`src/rtl/lmac_cfg.svh`:
```
// Constants for the lane marker and alignment configuration bank.
// Assumes inclusion by bare name from files under rtl/.
`ifndef LMAC_CFG_SVH
`define LMAC_CFG_SVH

// Register offsets on the plain register port
`define LMAC_ADDR_W        8
`define LMAC_DATA_W        16
`define LMAC_OFS_HAM       8'h17
`define LMAC_OFS_RMD       8'h18
`define LMAC_OFS_FSC       8'h19
`define LMAC_OFS_LSS       8'h1b
`define LMAC_OFS_SCOPE     8'h30
`define LMAC_OFS_LINK      8'h31
`define LMAC_OFS_STAT      8'h32

// Reset values
`define LMAC_RST_HAM       16'h02bc
`define LMAC_RST_RMD       16'h0cc8
`define LMAC_RST_FSC       16'h02bc
`define LMAC_RST_LSS       16'h3020
`define LMAC_RST_SCOPE     16'h000f
`define LMAC_RST_LINK      16'h0000

// Field positions
`define LMAC_MSEL_HI       14
`define LMAC_MSEL_LO       12
`define LMAC_MEN_BIT       11
`define LMAC_DEPTH_HI      15
`define LMAC_DEPTH_LO      13
`define LMAC_WMK_HI        12
`define LMAC_WMK_LO        11
`define LMAC_SCEN_BIT      10
`define LMAC_SCODE_HI      9
`define LMAC_SCODE_LO      0
`define LMAC_MASK_HI       3
`define LMAC_MASK_LO       0
`define LMAC_SLANE_HI      5
`define LMAC_SLANE_LO      4
`define LMAC_RLANE_HI      7
`define LMAC_RLANE_LO      6
`define LMAC_IL_BIT        0
`define LMAC_LSM_BIT       1
`define LMAC_LOS_BIT       2

// Marker message constant check word and repeat interval
`define LMAC_MARKER_CRC    32'hfe0000fe
`define LMAC_MARKER_PERIOD 16

`endif

```
`src/rtl/lmac_pkg.sv`:
```
// Types shared by the lane marker and alignment configuration bank.
// Assumes lmac_cfg.svh holds all numeric constants.
package lmac_pkg;

	// One lane's source and rate word, laid out as the register stores it
	typedef struct packed {
		logic [1:0] rx_div_rate;
		logic       rx_ctc_en;
		logic [1:0] rx_src_sel;
		logic [2:0] rx_src_lane;
		logic [1:0] tx_div_rate;
		logic       tx_ctc_en;
		logic [1:0] tx_src_sel;
		logic [2:0] tx_src_lane;
	} lmac_lane_cfg_t;

	// Generated lane marker message
	typedef struct packed {
		logic [2:0]  lane;
		logic [28:0] seq;
		logic [31:0] crc;
	} lmac_marker_msg_t;

	typedef enum logic [1:0] {
		LMAC_SRC_LS_SAME = 2'h0,
		LMAC_SRC_LS_ALT  = 2'h1,
		LMAC_SRC_HS_SAME = 2'h2,
		LMAC_SRC_HS_ALT  = 2'h3
	} lmac_rx_src_t;

endpackage

```
`src/rtl/lmac_lane_reg.sv`:
```
// One lane's source select register with a lane-dependent reset value.
// Assumes the caller gates the write enable with the lane scope mask.
`timescale 1ns/1ps
`default_nettype none
`include "lmac_cfg.svh"

module lmac_lane_reg
	import lmac_pkg::*;
#(
	parameter logic [2:0] LANE = 3'h0
) (
	input  wire logic                      sys_clk,
	input  wire logic                      reset_n,
	input  wire logic                      wr_en,
	input  wire logic [`LMAC_DATA_W-1:0]   wdata,
	output lmac_lane_cfg_t                 q_r
);

	// Lane number lands in both lane fields of the base reset word
	localparam logic [15:0] RST = `LMAC_RST_LSS | {5'h00, LANE, 5'h00, LANE};

	// Word storage
	always_ff @(posedge sys_clk) begin
		if (!reset_n) begin
			q_r <= RST;                        // [RULE16]
		end else if (wr_en) begin
			q_r <= wdata;                      // [RULE15]
		end
	end

endmodule // lmac_lane_reg
`default_nettype wire

```
`src/rtl/lmac_marker_gen.sv`:
```
// Lane marker message generator for the low-speed transmit side.
// Assumes the enable is a registered level on the same clock.
`timescale 1ns/1ps
`default_nettype none
`include "lmac_cfg.svh"

module lmac_marker_gen
	import lmac_pkg::*;
#(
	parameter int PERIOD = `LMAC_MARKER_PERIOD
) (
	input  wire logic        sys_clk,
	input  wire logic        reset_n,
	input  wire logic        gen_en,
	input  wire logic [2:0]  lane_sel,
	output lmac_marker_msg_t msg_r,
	output logic             msg_valid_r
);

	localparam logic [7:0] LAST = 8'(PERIOD - 1);

	logic [7:0]  tick_r;
	logic [28:0] seq_r;

	// Interval counter; restarts so the first marker follows the enable at once
	always_ff @(posedge sys_clk) begin
		if (!reset_n || !gen_en) begin
			tick_r <= 8'h00;
		end else if (tick_r == LAST) begin
			tick_r <= 8'h00;
		end else begin
			tick_r <= tick_r + 8'h01;
		end
	end

	// Message issue with fixed check word
	always_ff @(posedge sys_clk) begin
		if (!reset_n) begin
			msg_r       <= '0;
			msg_valid_r <= 1'b0;
			seq_r       <= 29'h0;
		end else begin
			msg_valid_r <= gen_en && (tick_r == 8'h00);
			if (gen_en && (tick_r == 8'h00)) begin
				msg_r.lane <= lane_sel;
				msg_r.seq  <= seq_r;
				msg_r.crc  <= `LMAC_MARKER_CRC;    // [RULE3]
				seq_r      <= seq_r + 29'h1;
			end
		end
	end

endmodule // lmac_marker_gen
`default_nettype wire

```
`src/rtl/lmac_top.sv`:
```
// Lane marker, transmit FIFO and lane source configuration bank.
// Assumes a same-clock register master and same-clock lane symbol inputs.
//
// Function
// RULE1: Transmit marker select, 3 bits at 14:12 of alignment control, resets zero.
// RULE2: Generation enable bit 11 makes markers in the chosen transmit lane; the code decodes only select bits 13:12 for the lane output.
// RULE3: Every generated marker message carries check word FE0000FE.
// RULE4: Markers also generate when both low-speed marker and loss enables are one.
// RULE5: Receive marker select, 3 bits at 14:12 of marker control, resets zero.
// RULE6: Detect enable bit 11, reset one, acts only with bitwise interleaving.
// RULE7: Transmit FIFO depth select at bits 15:13, resets zero.
// RULE8: Transmit FIFO watermark select at bits 12:11, resets zero.
// RULE9: Sync code enable bit 10 swaps in the programmed sync code.
// RULE10: Sync code is ten bits at 9:0, resetting to 2BC.
// RULE11: The lane using the sync code comes from the lane control register.
// RULE12: Receive divided rate at bits 15:14 for chosen lanes, resets zero.
// RULE13: Receive tolerance compensation enable at bit 13, resets one.
// RULE14: Source select 12:11 picks same/other channel, low/high speed input.
// RULE15: Per-lane field writes touch only lanes flagged in the enable mask.
// RULE16: Lane source register resets to 3020, 3121, 3222, 3323 per lane.
// RULE17: Bits 10:8 pick which lane of the chosen source feeds the output; the code uses only bits 9:8.
// RULE18: Software rewrites reserved fields with their reset values.
//
// Design decision made here: the address-and-strobe port.
`timescale 1ns/1ps
`default_nettype none
`include "lmac_cfg.svh"

module lmac_top
	import lmac_pkg::*;
#(
	parameter int LANES  = 4,
	parameter int SYM_W  = 10,
	parameter int PERIOD = `LMAC_MARKER_PERIOD
) (
	input  wire logic                     sys_clk,
	input  wire logic                     reset_n,
	// Register port
	input  wire logic [`LMAC_ADDR_W-1:0]  reg_addr,
	input  wire logic [`LMAC_DATA_W-1:0]  reg_wdata,
	input  wire logic                     reg_wr,
	input  wire logic                     reg_rd,
	output logic [`LMAC_DATA_W-1:0]       reg_rdata,
	// Lane symbol sources for the receive output
	input  wire logic [LANES*SYM_W-1:0]   ls_same_in,
	input  wire logic [LANES*SYM_W-1:0]   ls_alt_in,
	input  wire logic [LANES*SYM_W-1:0]   hs_same_in,
	input  wire logic [LANES*SYM_W-1:0]   hs_alt_in,
	output logic [LANES*SYM_W-1:0]        rx_out,
	// Transmit marker controls
	output logic [2:0]                    tx_marker_select,
	output logic [LANES-1:0]              tx_marker_lane,
	output lmac_marker_msg_t              marker_msg,
	output logic                          marker_msg_valid,
	// Receive marker controls
	output logic [2:0]                    rx_marker_select,
	output logic                          rx_marker_detect_en,
	// Transmit FIFO and channel sync controls
	output logic [2:0]                    tx_fifo_depth_select,
	output logic [1:0]                    tx_fifo_watermark_select,
	output logic [LANES-1:0]              sync_code_override_enable,
	output logic [9:0]                    sync_code_value,
	// Per-lane source and rate settings
	output lmac_lane_cfg_t [LANES-1:0]    lane_cfg
);

	////////////////////////////////////////////////////////////////////////////////
	// Storage

	logic [15:0]             ham_r;       // hs_alignment_marker_control
	logic [15:0]             rmd_r;       // rx_marker_detect_control
	logic [15:0]             fsc_r;       // ls_tx_fifo_and_sync_code
	logic [15:0]             scope_r;     // serdes_lane_control
	logic [15:0]             link_r;      // link mode bits
	logic [15:0]             rdata_r;
	logic [15:0]             rdata_nxt;
	logic                    wr_ham;
	logic                    wr_rmd;
	logic                    wr_fsc;
	logic                    wr_lss;
	logic                    wr_scope;
	logic                    wr_link;
	logic [LANES-1:0]        lane_mask;
	logic                    gen_en;
	logic                    gen_en_r;
	logic                    detect_en_r;
	logic [LANES-1:0]        tx_lane_r;
	logic [LANES-1:0]        sync_ovr_r;
	logic [15:0]             status;
	lmac_lane_cfg_t          rd_lane;

	////////////////////////////////////////////////////////////////////////////////
	// Address decode

	// Write strobes per register
	always_comb begin
		wr_ham   = 1'b0;
		wr_rmd   = 1'b0;
		wr_fsc   = 1'b0;
		wr_lss   = 1'b0;
		wr_scope = 1'b0;
		wr_link  = 1'b0;
		if (!reg_wr) begin
			wr_ham = 1'b0;
		end else if (reg_addr == `LMAC_OFS_HAM) begin
			wr_ham = 1'b1;
		end else if (reg_addr == `LMAC_OFS_RMD) begin
			wr_rmd = 1'b1;
		end else if (reg_addr == `LMAC_OFS_FSC) begin
			wr_fsc = 1'b1;
		end else if (reg_addr == `LMAC_OFS_LSS) begin
			wr_lss = 1'b1;
		end else if (reg_addr == `LMAC_OFS_SCOPE) begin
			wr_scope = 1'b1;
		end else if (reg_addr == `LMAC_OFS_LINK) begin
			wr_link = 1'b1;
		end
	end

	////////////////////////////////////////////////////////////////////////////////
	// Shared registers

	// Transmit marker control; reserved bits keep whatever software writes
	always_ff @(posedge sys_clk) begin
		if (!reset_n) begin
			ham_r <= `LMAC_RST_HAM;            // [RULE1] [RULE2]
		end else if (wr_ham) begin
			ham_r <= reg_wdata;
		end
	end

	// Receive marker control
	always_ff @(posedge sys_clk) begin
		if (!reset_n) begin
			rmd_r <= `LMAC_RST_RMD;            // [RULE5] [RULE6]
		end else if (wr_rmd) begin
			rmd_r <= reg_wdata;
		end
	end

	// Transmit FIFO and sync code
	always_ff @(posedge sys_clk) begin
		if (!reset_n) begin
			fsc_r <= `LMAC_RST_FSC;            // [RULE7] [RULE8] [RULE9] [RULE10]
		end else if (wr_fsc) begin
			fsc_r <= reg_wdata;
		end
	end

	// Lane scope: write mask, sync code lane, readback lane
	always_ff @(posedge sys_clk) begin
		if (!reset_n) begin
			scope_r <= `LMAC_RST_SCOPE;
		end else if (wr_scope) begin
			scope_r <= reg_wdata;
		end
	end

	// Link mode bits
	always_ff @(posedge sys_clk) begin
		if (!reset_n) begin
			link_r <= `LMAC_RST_LINK;
		end else if (wr_link) begin
			link_r <= reg_wdata;
		end
	end

	assign lane_mask = scope_r[`LMAC_MASK_HI:`LMAC_MASK_LO];

	////////////////////////////////////////////////////////////////////////////////
	// Per-lane source registers

	// One register per lane; a single write lands in every flagged lane at once.
	// Receive rate, compensation and source fields all live in this one word;
	// lanes left out of the mask keep their settings, so software can stage
	// one lane at a time without a read-modify-write of the others.
	for (genvar i = 0; i < LANES; i++) begin : g_lane
		lmac_lane_reg #(
			.LANE (3'(i))
		) u_lane_reg (
			.sys_clk (sys_clk),
			.reset_n (reset_n),
			.wr_en   (wr_lss && lane_mask[i]),   // [RULE15]
			.wdata   (reg_wdata),
			.q_r     (lane_cfg[i])           // [RULE12] [RULE13]
		);
	end

	////////////////////////////////////////////////////////////////////////////////
	// Receive output source mux

	// Source and lane choice per output lane, registered for clean timing
	for (genvar i = 0; i < LANES; i++) begin : g_rxmux
		logic [1:0] pick;
		logic [SYM_W-1:0] sym;

		assign pick = lane_cfg[i].rx_src_lane[1:0];   // [RULE17]

		always_comb begin
			sym = '0;
			case (lmac_rx_src_t'(lane_cfg[i].rx_src_sel))   // [RULE14]
				LMAC_SRC_LS_SAME: sym = ls_same_in[pick*SYM_W +: SYM_W];
				LMAC_SRC_LS_ALT:  sym = ls_alt_in[pick*SYM_W +: SYM_W];
				LMAC_SRC_HS_SAME: sym = hs_same_in[pick*SYM_W +: SYM_W];
				LMAC_SRC_HS_ALT:  sym = hs_alt_in[pick*SYM_W +: SYM_W];
				default:          sym = '0;
			endcase
		end

		always_ff @(posedge sys_clk) begin
			if (!reset_n) begin
				rx_out[i*SYM_W +: SYM_W] <= '0;
			end else begin
				rx_out[i*SYM_W +: SYM_W] <= sym;
			end
		end
	end

	////////////////////////////////////////////////////////////////////////////////
	// Transmit marker generation

	// Either the direct enable or the low-speed pair starts marker generation
	assign gen_en = ham_r[`LMAC_MEN_BIT]                            // [RULE2]
		|| (link_r[`LMAC_LSM_BIT] && link_r[`LMAC_LOS_BIT]);        // [RULE4]

	// Registered enable and lane decode; low two select bits name the lane
	always_ff @(posedge sys_clk) begin
		if (!reset_n) begin
			gen_en_r  <= 1'b0;
			tx_lane_r <= '0;
		end else begin
			gen_en_r  <= gen_en;
			tx_lane_r <= '0;
			if (gen_en) begin
				tx_lane_r[ham_r[`LMAC_MSEL_LO +: 2]] <= 1'b1;   // [RULE1] [RULE2]
			end
		end
	end

	lmac_marker_gen #(
		.PERIOD (PERIOD)
	) u_marker_gen (
		.sys_clk     (sys_clk),
		.reset_n     (reset_n),
		.gen_en      (gen_en_r),
		.lane_sel    (ham_r[`LMAC_MSEL_HI:`LMAC_MSEL_LO]),
		.msg_r       (marker_msg),
		.msg_valid_r (marker_msg_valid)
	);

	assign tx_marker_select = ham_r[`LMAC_MSEL_HI:`LMAC_MSEL_LO];   // [RULE1]
	assign tx_marker_lane   = tx_lane_r;

	////////////////////////////////////////////////////////////////////////////////
	// Receive marker detection

	// Detection is gated off unless bitwise interleaving is in use.
	// Registered so the detector sees one clean level, at one cycle of lag.
	always_ff @(posedge sys_clk) begin
		if (!reset_n) begin
			detect_en_r <= 1'b0;
		end else begin
			detect_en_r <= rmd_r[`LMAC_MEN_BIT] && link_r[`LMAC_IL_BIT];   // [RULE6]
		end
	end

	assign rx_marker_select    = rmd_r[`LMAC_MSEL_HI:`LMAC_MSEL_LO];   // [RULE5]
	assign rx_marker_detect_en = detect_en_r;

	////////////////////////////////////////////////////////////////////////////////
	// Transmit FIFO and channel sync code

	assign tx_fifo_depth_select     = fsc_r[`LMAC_DEPTH_HI:`LMAC_DEPTH_LO];  // [RULE7]
	assign tx_fifo_watermark_select = fsc_r[`LMAC_WMK_HI:`LMAC_WMK_LO];      // [RULE8]
	assign sync_code_value          = fsc_r[`LMAC_SCODE_HI:`LMAC_SCODE_LO];  // [RULE10]

	// Only the lane named in the scope register takes the programmed code
	always_ff @(posedge sys_clk) begin
		if (!reset_n) begin
			sync_ovr_r <= '0;
		end else begin
			sync_ovr_r <= '0;
			if (fsc_r[`LMAC_SCEN_BIT]) begin                             // [RULE9]
				sync_ovr_r[scope_r[`LMAC_SLANE_HI:`LMAC_SLANE_LO]] <= 1'b1;  // [RULE11]
			end
		end
	end

	assign sync_code_override_enable = sync_ovr_r;

	////////////////////////////////////////////////////////////////////////////////
	// Read path

	// Per-lane word seen at its offset is the one picked by the readback field
	assign rd_lane = lane_cfg[scope_r[`LMAC_RLANE_HI:`LMAC_RLANE_LO]];

	// Status shows live block state, not stored software values.
	// Read-only: a write to its offset matches no decode branch and is lost.
	// Limitation: the sequence byte wraps, so it only shows that markers move.
	assign status = {
		marker_msg.seq[7:0],
		3'h0,
		|sync_ovr_r,
		|tx_lane_r,
		marker_msg_valid,
		detect_en_r,
		gen_en_r
	};

	// Unmapped reads answer zero
	always_comb begin
		rdata_nxt = 16'h0000;
		if (!reg_rd) begin
			rdata_nxt = 16'h0000;
		end else if (reg_addr == `LMAC_OFS_HAM) begin
			rdata_nxt = ham_r;
		end else if (reg_addr == `LMAC_OFS_RMD) begin
			rdata_nxt = rmd_r;
		end else if (reg_addr == `LMAC_OFS_FSC) begin
			rdata_nxt = fsc_r;
		end else if (reg_addr == `LMAC_OFS_LSS) begin
			rdata_nxt = rd_lane;
		end else if (reg_addr == `LMAC_OFS_SCOPE) begin
			rdata_nxt = scope_r;
		end else if (reg_addr == `LMAC_OFS_LINK) begin
			rdata_nxt = link_r;
		end else if (reg_addr == `LMAC_OFS_STAT) begin
			rdata_nxt = status;
		end
	end

	// Read data stands one cycle after the strobe, zero otherwise
	always_ff @(posedge sys_clk) begin
		if (!reset_n) begin
			rdata_r <= 16'h0000;
		end else begin
			rdata_r <= rdata_nxt;
		end
	end

	assign reg_rdata = rdata_r;

endmodule // lmac_top
`default_nettype wire

```
`config.mk`:
```
export PLATFORM = sky130hd
export DESIGN_NAME = lmac_top
export DESIGN_NICKNAME = d
export VERILOG_FILES = /design/src/rtl/lmac_pkg.sv /design/src/rtl/lmac_lane_reg.sv /design/src/rtl/lmac_marker_gen.sv /design/src/rtl/lmac_top.sv
export VERILOG_INCLUDE_DIRS = /design/src /design/src/rtl
export SDC_FILE = /design/constraint.sdc
export NUM_CORES = 1
export LEC_CHECK = 0
export BUFFER_PORTS_ARGS = -buffer_cell sky130_fd_sc_hd__buf_2
export CAP_MARGIN = 20
export CORE_MARGIN = 4
export CORE_UTILIZATION = 44
export DETAILED_ROUTE_END_ITERATION = 16
export GPL_ROUTABILITY_DRIVEN = 0
export PLACE_DENSITY = 0.73
export SYNTH_ARGS = -nofsm -noshare
export SYNTH_HDL_FRONTEND = slang
export SYNTH_HIERARCHICAL = 1
export SYNTH_SLANG_ARGS = --single-unit
```
`constraint.sdc`:
```
create_clock -name sys_clk -period 2.2 [get_ports sys_clk]
set_input_delay 0 -clock sys_clk [delete_from_list [all_inputs] [get_ports sys_clk]]
set_output_delay 0 -clock sys_clk [all_outputs]
set_load 0.02 [all_outputs]
```
==> qor.yml <==
yosys:
  async_flop_share_pct: 0
  synth-edff-count: 0
  synth-main-ff-cell: "dfxtp_1"
  synth-seq-cells: 281
  synth_top_family_by_area: "multiplexers"
  synth-simple-area-share_pct: 17.9
  synth_mux_area_share_pct: 27.6
  netlist_area_mm2: 0.0171
  synth_compound_area_share_pct: 13.8
  seq_area_frac_synth_pct: 33.0
  synthAdderAreaFrac_pct: 0.220
  ys_warn_count: 6
  synth_xor_area_share_pct: 0.462
  avgSynthCellArea_um2: 9.18
  postSynthCellCount: 1858
  ys_types: 75
flow_run:
  drv_cap: 0
critical_path:
  r2r_start: "g_lane[3].u_lane_reg/q_r[8]"
  cp.required_ns: 2.60
  worst-path-max-fanout: 16
  cp-end-kind: "register"
  worstSetupPathType: "input port to register"
  r2r_slack_ns: 0.10
  path_buf_inv: 4
  startpoint_type: "input port"
  arrival_ns: 2.54
  max_stage_delay_ns: 0.55
  r2r-end: "rx_out[32]"
  ff2ff_path_depth: 6
  crit_path_start: "reg_addr[3]"
  crit_slowest_cell: "dlygate4sd3_1"
  critical_path.top_delay_family: "buffers and inverters"
  cp_cell_sequence: "dlygate4sd3_1, buf_2, nor2b_1, nand2_1, nor2_4, and3_1, buf_12, mux2i_1, nand2_1, dlygate4sd3_1"
min_path:
  worstHoldPathType: "input port to register"
  min_path_cells: 4
  min_from: "ls_same_in[26]"
  min_to: "rx_out[16]"
sta:
  final_max_slew_viol_count: 0
  setup_slack_ns: 0.0601
  hold_ws_ns: 0.0254
  fmax_mhz: 467
  period_minus_slack_ns: 2.14
  setup_violations: 0
  finalClockSkew_ns: 0.0199
  rsz0062_at_grt: "yes"
  finalSetupTns_ns: 0
  worst_slew_pin_slew_ns: 1.09
  hold_viol: 0
  slew_headroom_pct: 26.9
  min_period_over_period_pct: 97.3
floorplanning:
  pin_count: 403
  fp.dieW_um: 205
  die_h_um: 205
  rows: 71
  dieArea_mm2: 0.0420
  initial_core_util_pct: 45.0
  core_mm2: 0.0379
global_routing:
  grt-ovfl-total: 0
  grt_max_degree: 58
  antenna_found_initial: 4
  grt_pass1_vias: 16900
  track_usage_pct: 29.2
  grt_pass1_wl_um: 97300
finish:
  final_core_util_pct: 56.4
  final_layout_size_suffix_gt1_share_pct: 31.0
  syn2layout_area_growth_pct: 25.5
  fin_nets: 2457
clocking:
  clk_pin_slew_ns: 0.06
  h-tree-depth: 2
  insertion_delay_ns: 0.53
  clock_path_buffers: 3
  cts-root-buf: "clkbuf_16"
  cts_tree: "yes"
  cts-buffers-inserted: 34
  clkSinkCount: 281
drt:
  wl_per_cell_um: 22.7
  ant_nets: 0
  drc_errors: 0
  drt_iter0_drc: 1666
  firstDrtPassIters: 6
  via_per_inst: 6.05
  via_count: 17000
  wl_um: 63800
power_and_ir_drop:
  power_mw: 12.0
  p_leak_nw: 8.49
  power_density_mw_per_mm2: 561
  vdd_drop_max_mv: 0.781
placed_design:
  post-place-ws_ns: 0.0803
  hpwl_um: 45800
  portBuffers: 384
outcome:
  outcome: "completed"
[metal layers]
| layer | track usage [%] | share of wire [%] | vias to the layer above | wire length (µm) |
|---|---|---|---|---|
| met5 | 0 | 0 | - | 0 |
| met2 | 47.4 | 46 | 1093 | 29500 |
| li1 | - | - | 7540 | - |
| met3 | 7.46 | 11 | 242 | 6790 |
| met4 | 14.4 | 5.5 | 0 | 3510 |
| met1 | 36.3 | 38 | 8089 | 24000 |
[synthesized netlist by cell type, types with 5 or more instances]
master	number	share of area [%]
or4_1	6	0.26
and3_1	10	0.37
or3_1	8	0.29
mux4_2	119	16
o221ai_1	6	0.31
nor4_1	15	0.55
clkbuf_1	78	1.7
nor3_1	10	0.29
buf_1	9	0.20
and4_1	5	0.26
dfxtp_1	281	33
nand2b_1	18	0.66
buf_2	53	1.6
o221a_1	7	0.46
o211a_1	9	0.53
and2_1	11	0.40
mux2_2	29	1.9
o21ai_1	10	0.29
a221oi_1	8	0.41
nand4_1	11	0.40
o22a_1	7	0.36
xor2_1	5	0.26
o21a_1	12	0.53
a31oi_1	7	0.26
buf_4	55	2.4
a21oi_1	160	4.7
nand3_1	39	1.1
a211oi_1	34	1.5
a22oi_1	14	0.62
a311oi_1	6	0.31
nor2b_1	59	2.2
inv_1	11	0.24
o22ai_1	19	0.70
mux2i_1	166	9.7
o31ai_1	7	0.31
nand2_1	336	7.4
o21ai_0	42	1.2
nor2_1	102	2.2
[sequential cells by signal (all words and copies together) (netlist names)]
| name | count |
|---|---|
| fsc_r | 16 |
| scope_r | 16 |
| u_marker_gen/seq_r | 29 |
| rmd_r | 16 |
| u_marker_gen/tick_r | 8 |
| ham_r | 16 |
| u_marker_gen/msg_r | 33 |
| reg_rdata | 16 |
| u_marker_gen/msg_valid_r | 1 |
| tx_marker_lane | 4 |
| sync_code_override_enable | 4 |
| rx_marker_detect_en | 1 |
| g_lane.u_lane_reg/q_r | 64 |
| link_r | 16 |
| rx_out | 40 |
| gen_en_r | 1 |
[stage by stage]
stage | instances | cell area, µm²
4_1_cts | 2800 | 21400
5_1_grt | 2805 | 21400
3_3_place_gp | 2659 | 19500
3_5_place_dp | 2659 | 19500
6_report | 2806 | 21400
2_1_floorplan | 1875 | 17100
[worst max-delay path by stage]
stage	endpoint	slack, ns	cells past startpoint
3_5_place_dp	reg_rdata[6]	0.08	5
6_report	g_lane[1].u_lane_reg/q_r[8]	0.06	10
2_1_floorplan	rx_out[5]	0.08	6
3_3_place_gp	reg_rdata[6]	0.09	5
4_1_cts	rx_out[18]	0.02	5
5_1_grt	g_lane[1].u_lane_reg/q_r[8]	-0.07	10
[placed cells by master, fill, tap and decap left out, drive strengths merged, types with 6 or more instances in the layout]
cell	count
conb	18
nand2b	18
a221oi	8
o21ai	52
o221a	7
mux4	119
nor2	104
and3	10
o211a	9
mux2	33
and2	11
inv	15
nand3	39
o22a	7
nor2b	59
nand4	11
clkbuf	51
a21oi	160
or4	6
o221ai	6
buf	480
dfxtp	281
a211oi	34
mux2i	166
a31oi	7
o31ai	7
nand2	336
o21a	12
o22ai	19
nor3	16
or3	9
a311oi	6
nor4	16
a22oi	14
dlygate4sd3	78
[worst min-delay path, stage by stage]
cell	delay, ns
buf_2	0.14
mux2i_1	0.08
o21ai_1	0.12
o221a_1	0.17
[cell families after synthesis]
group | Yosys count
AO/OA/AOI/OAI | 374
XOR/XNOR | 9
adder cells (fa/ha/maj) | 3
buffers and inverters | 216
flip-flops | 281
multiplexers | 318
other | 1
AND/OR/NAND/NOR | 656
[cell type report]
| type | count | area [µm²] |
|---|---|---|
| Antenna cell | 5 | 12.5 |
| Timing Repair Buffer | 558 | 3630 |
| Inverter | 13 | 48.8 |
| Fill cell | 3317 | 16500 |
| Clock inverter | 9 | 96.3 |
| Multi-Input combinational cell | 1378 | 10300 |
| Tap cell | 511 | 639 |
| Clock buffer | 51 | 996 |
| Sequential cell | 281 | 5650 |
[timing repair]
action,4_1_cts,5_1_grt
setup buffers,3,1
hold endpoints to repair,171,0
hold buffers,78,0
resized for setup,0,6
gates cloned,0,0
setup endpoints to repair,1,10
[where the power goes]
part           total, mW  switching [mW]  internal, mW
registers           5.15          0.0199          5.13
clock network       5.56            2.29          3.27
logic               1.29           0.718         0.573
total               12.0            3.02          8.98
Note: power is estimated with default switching activity, not from simulation.
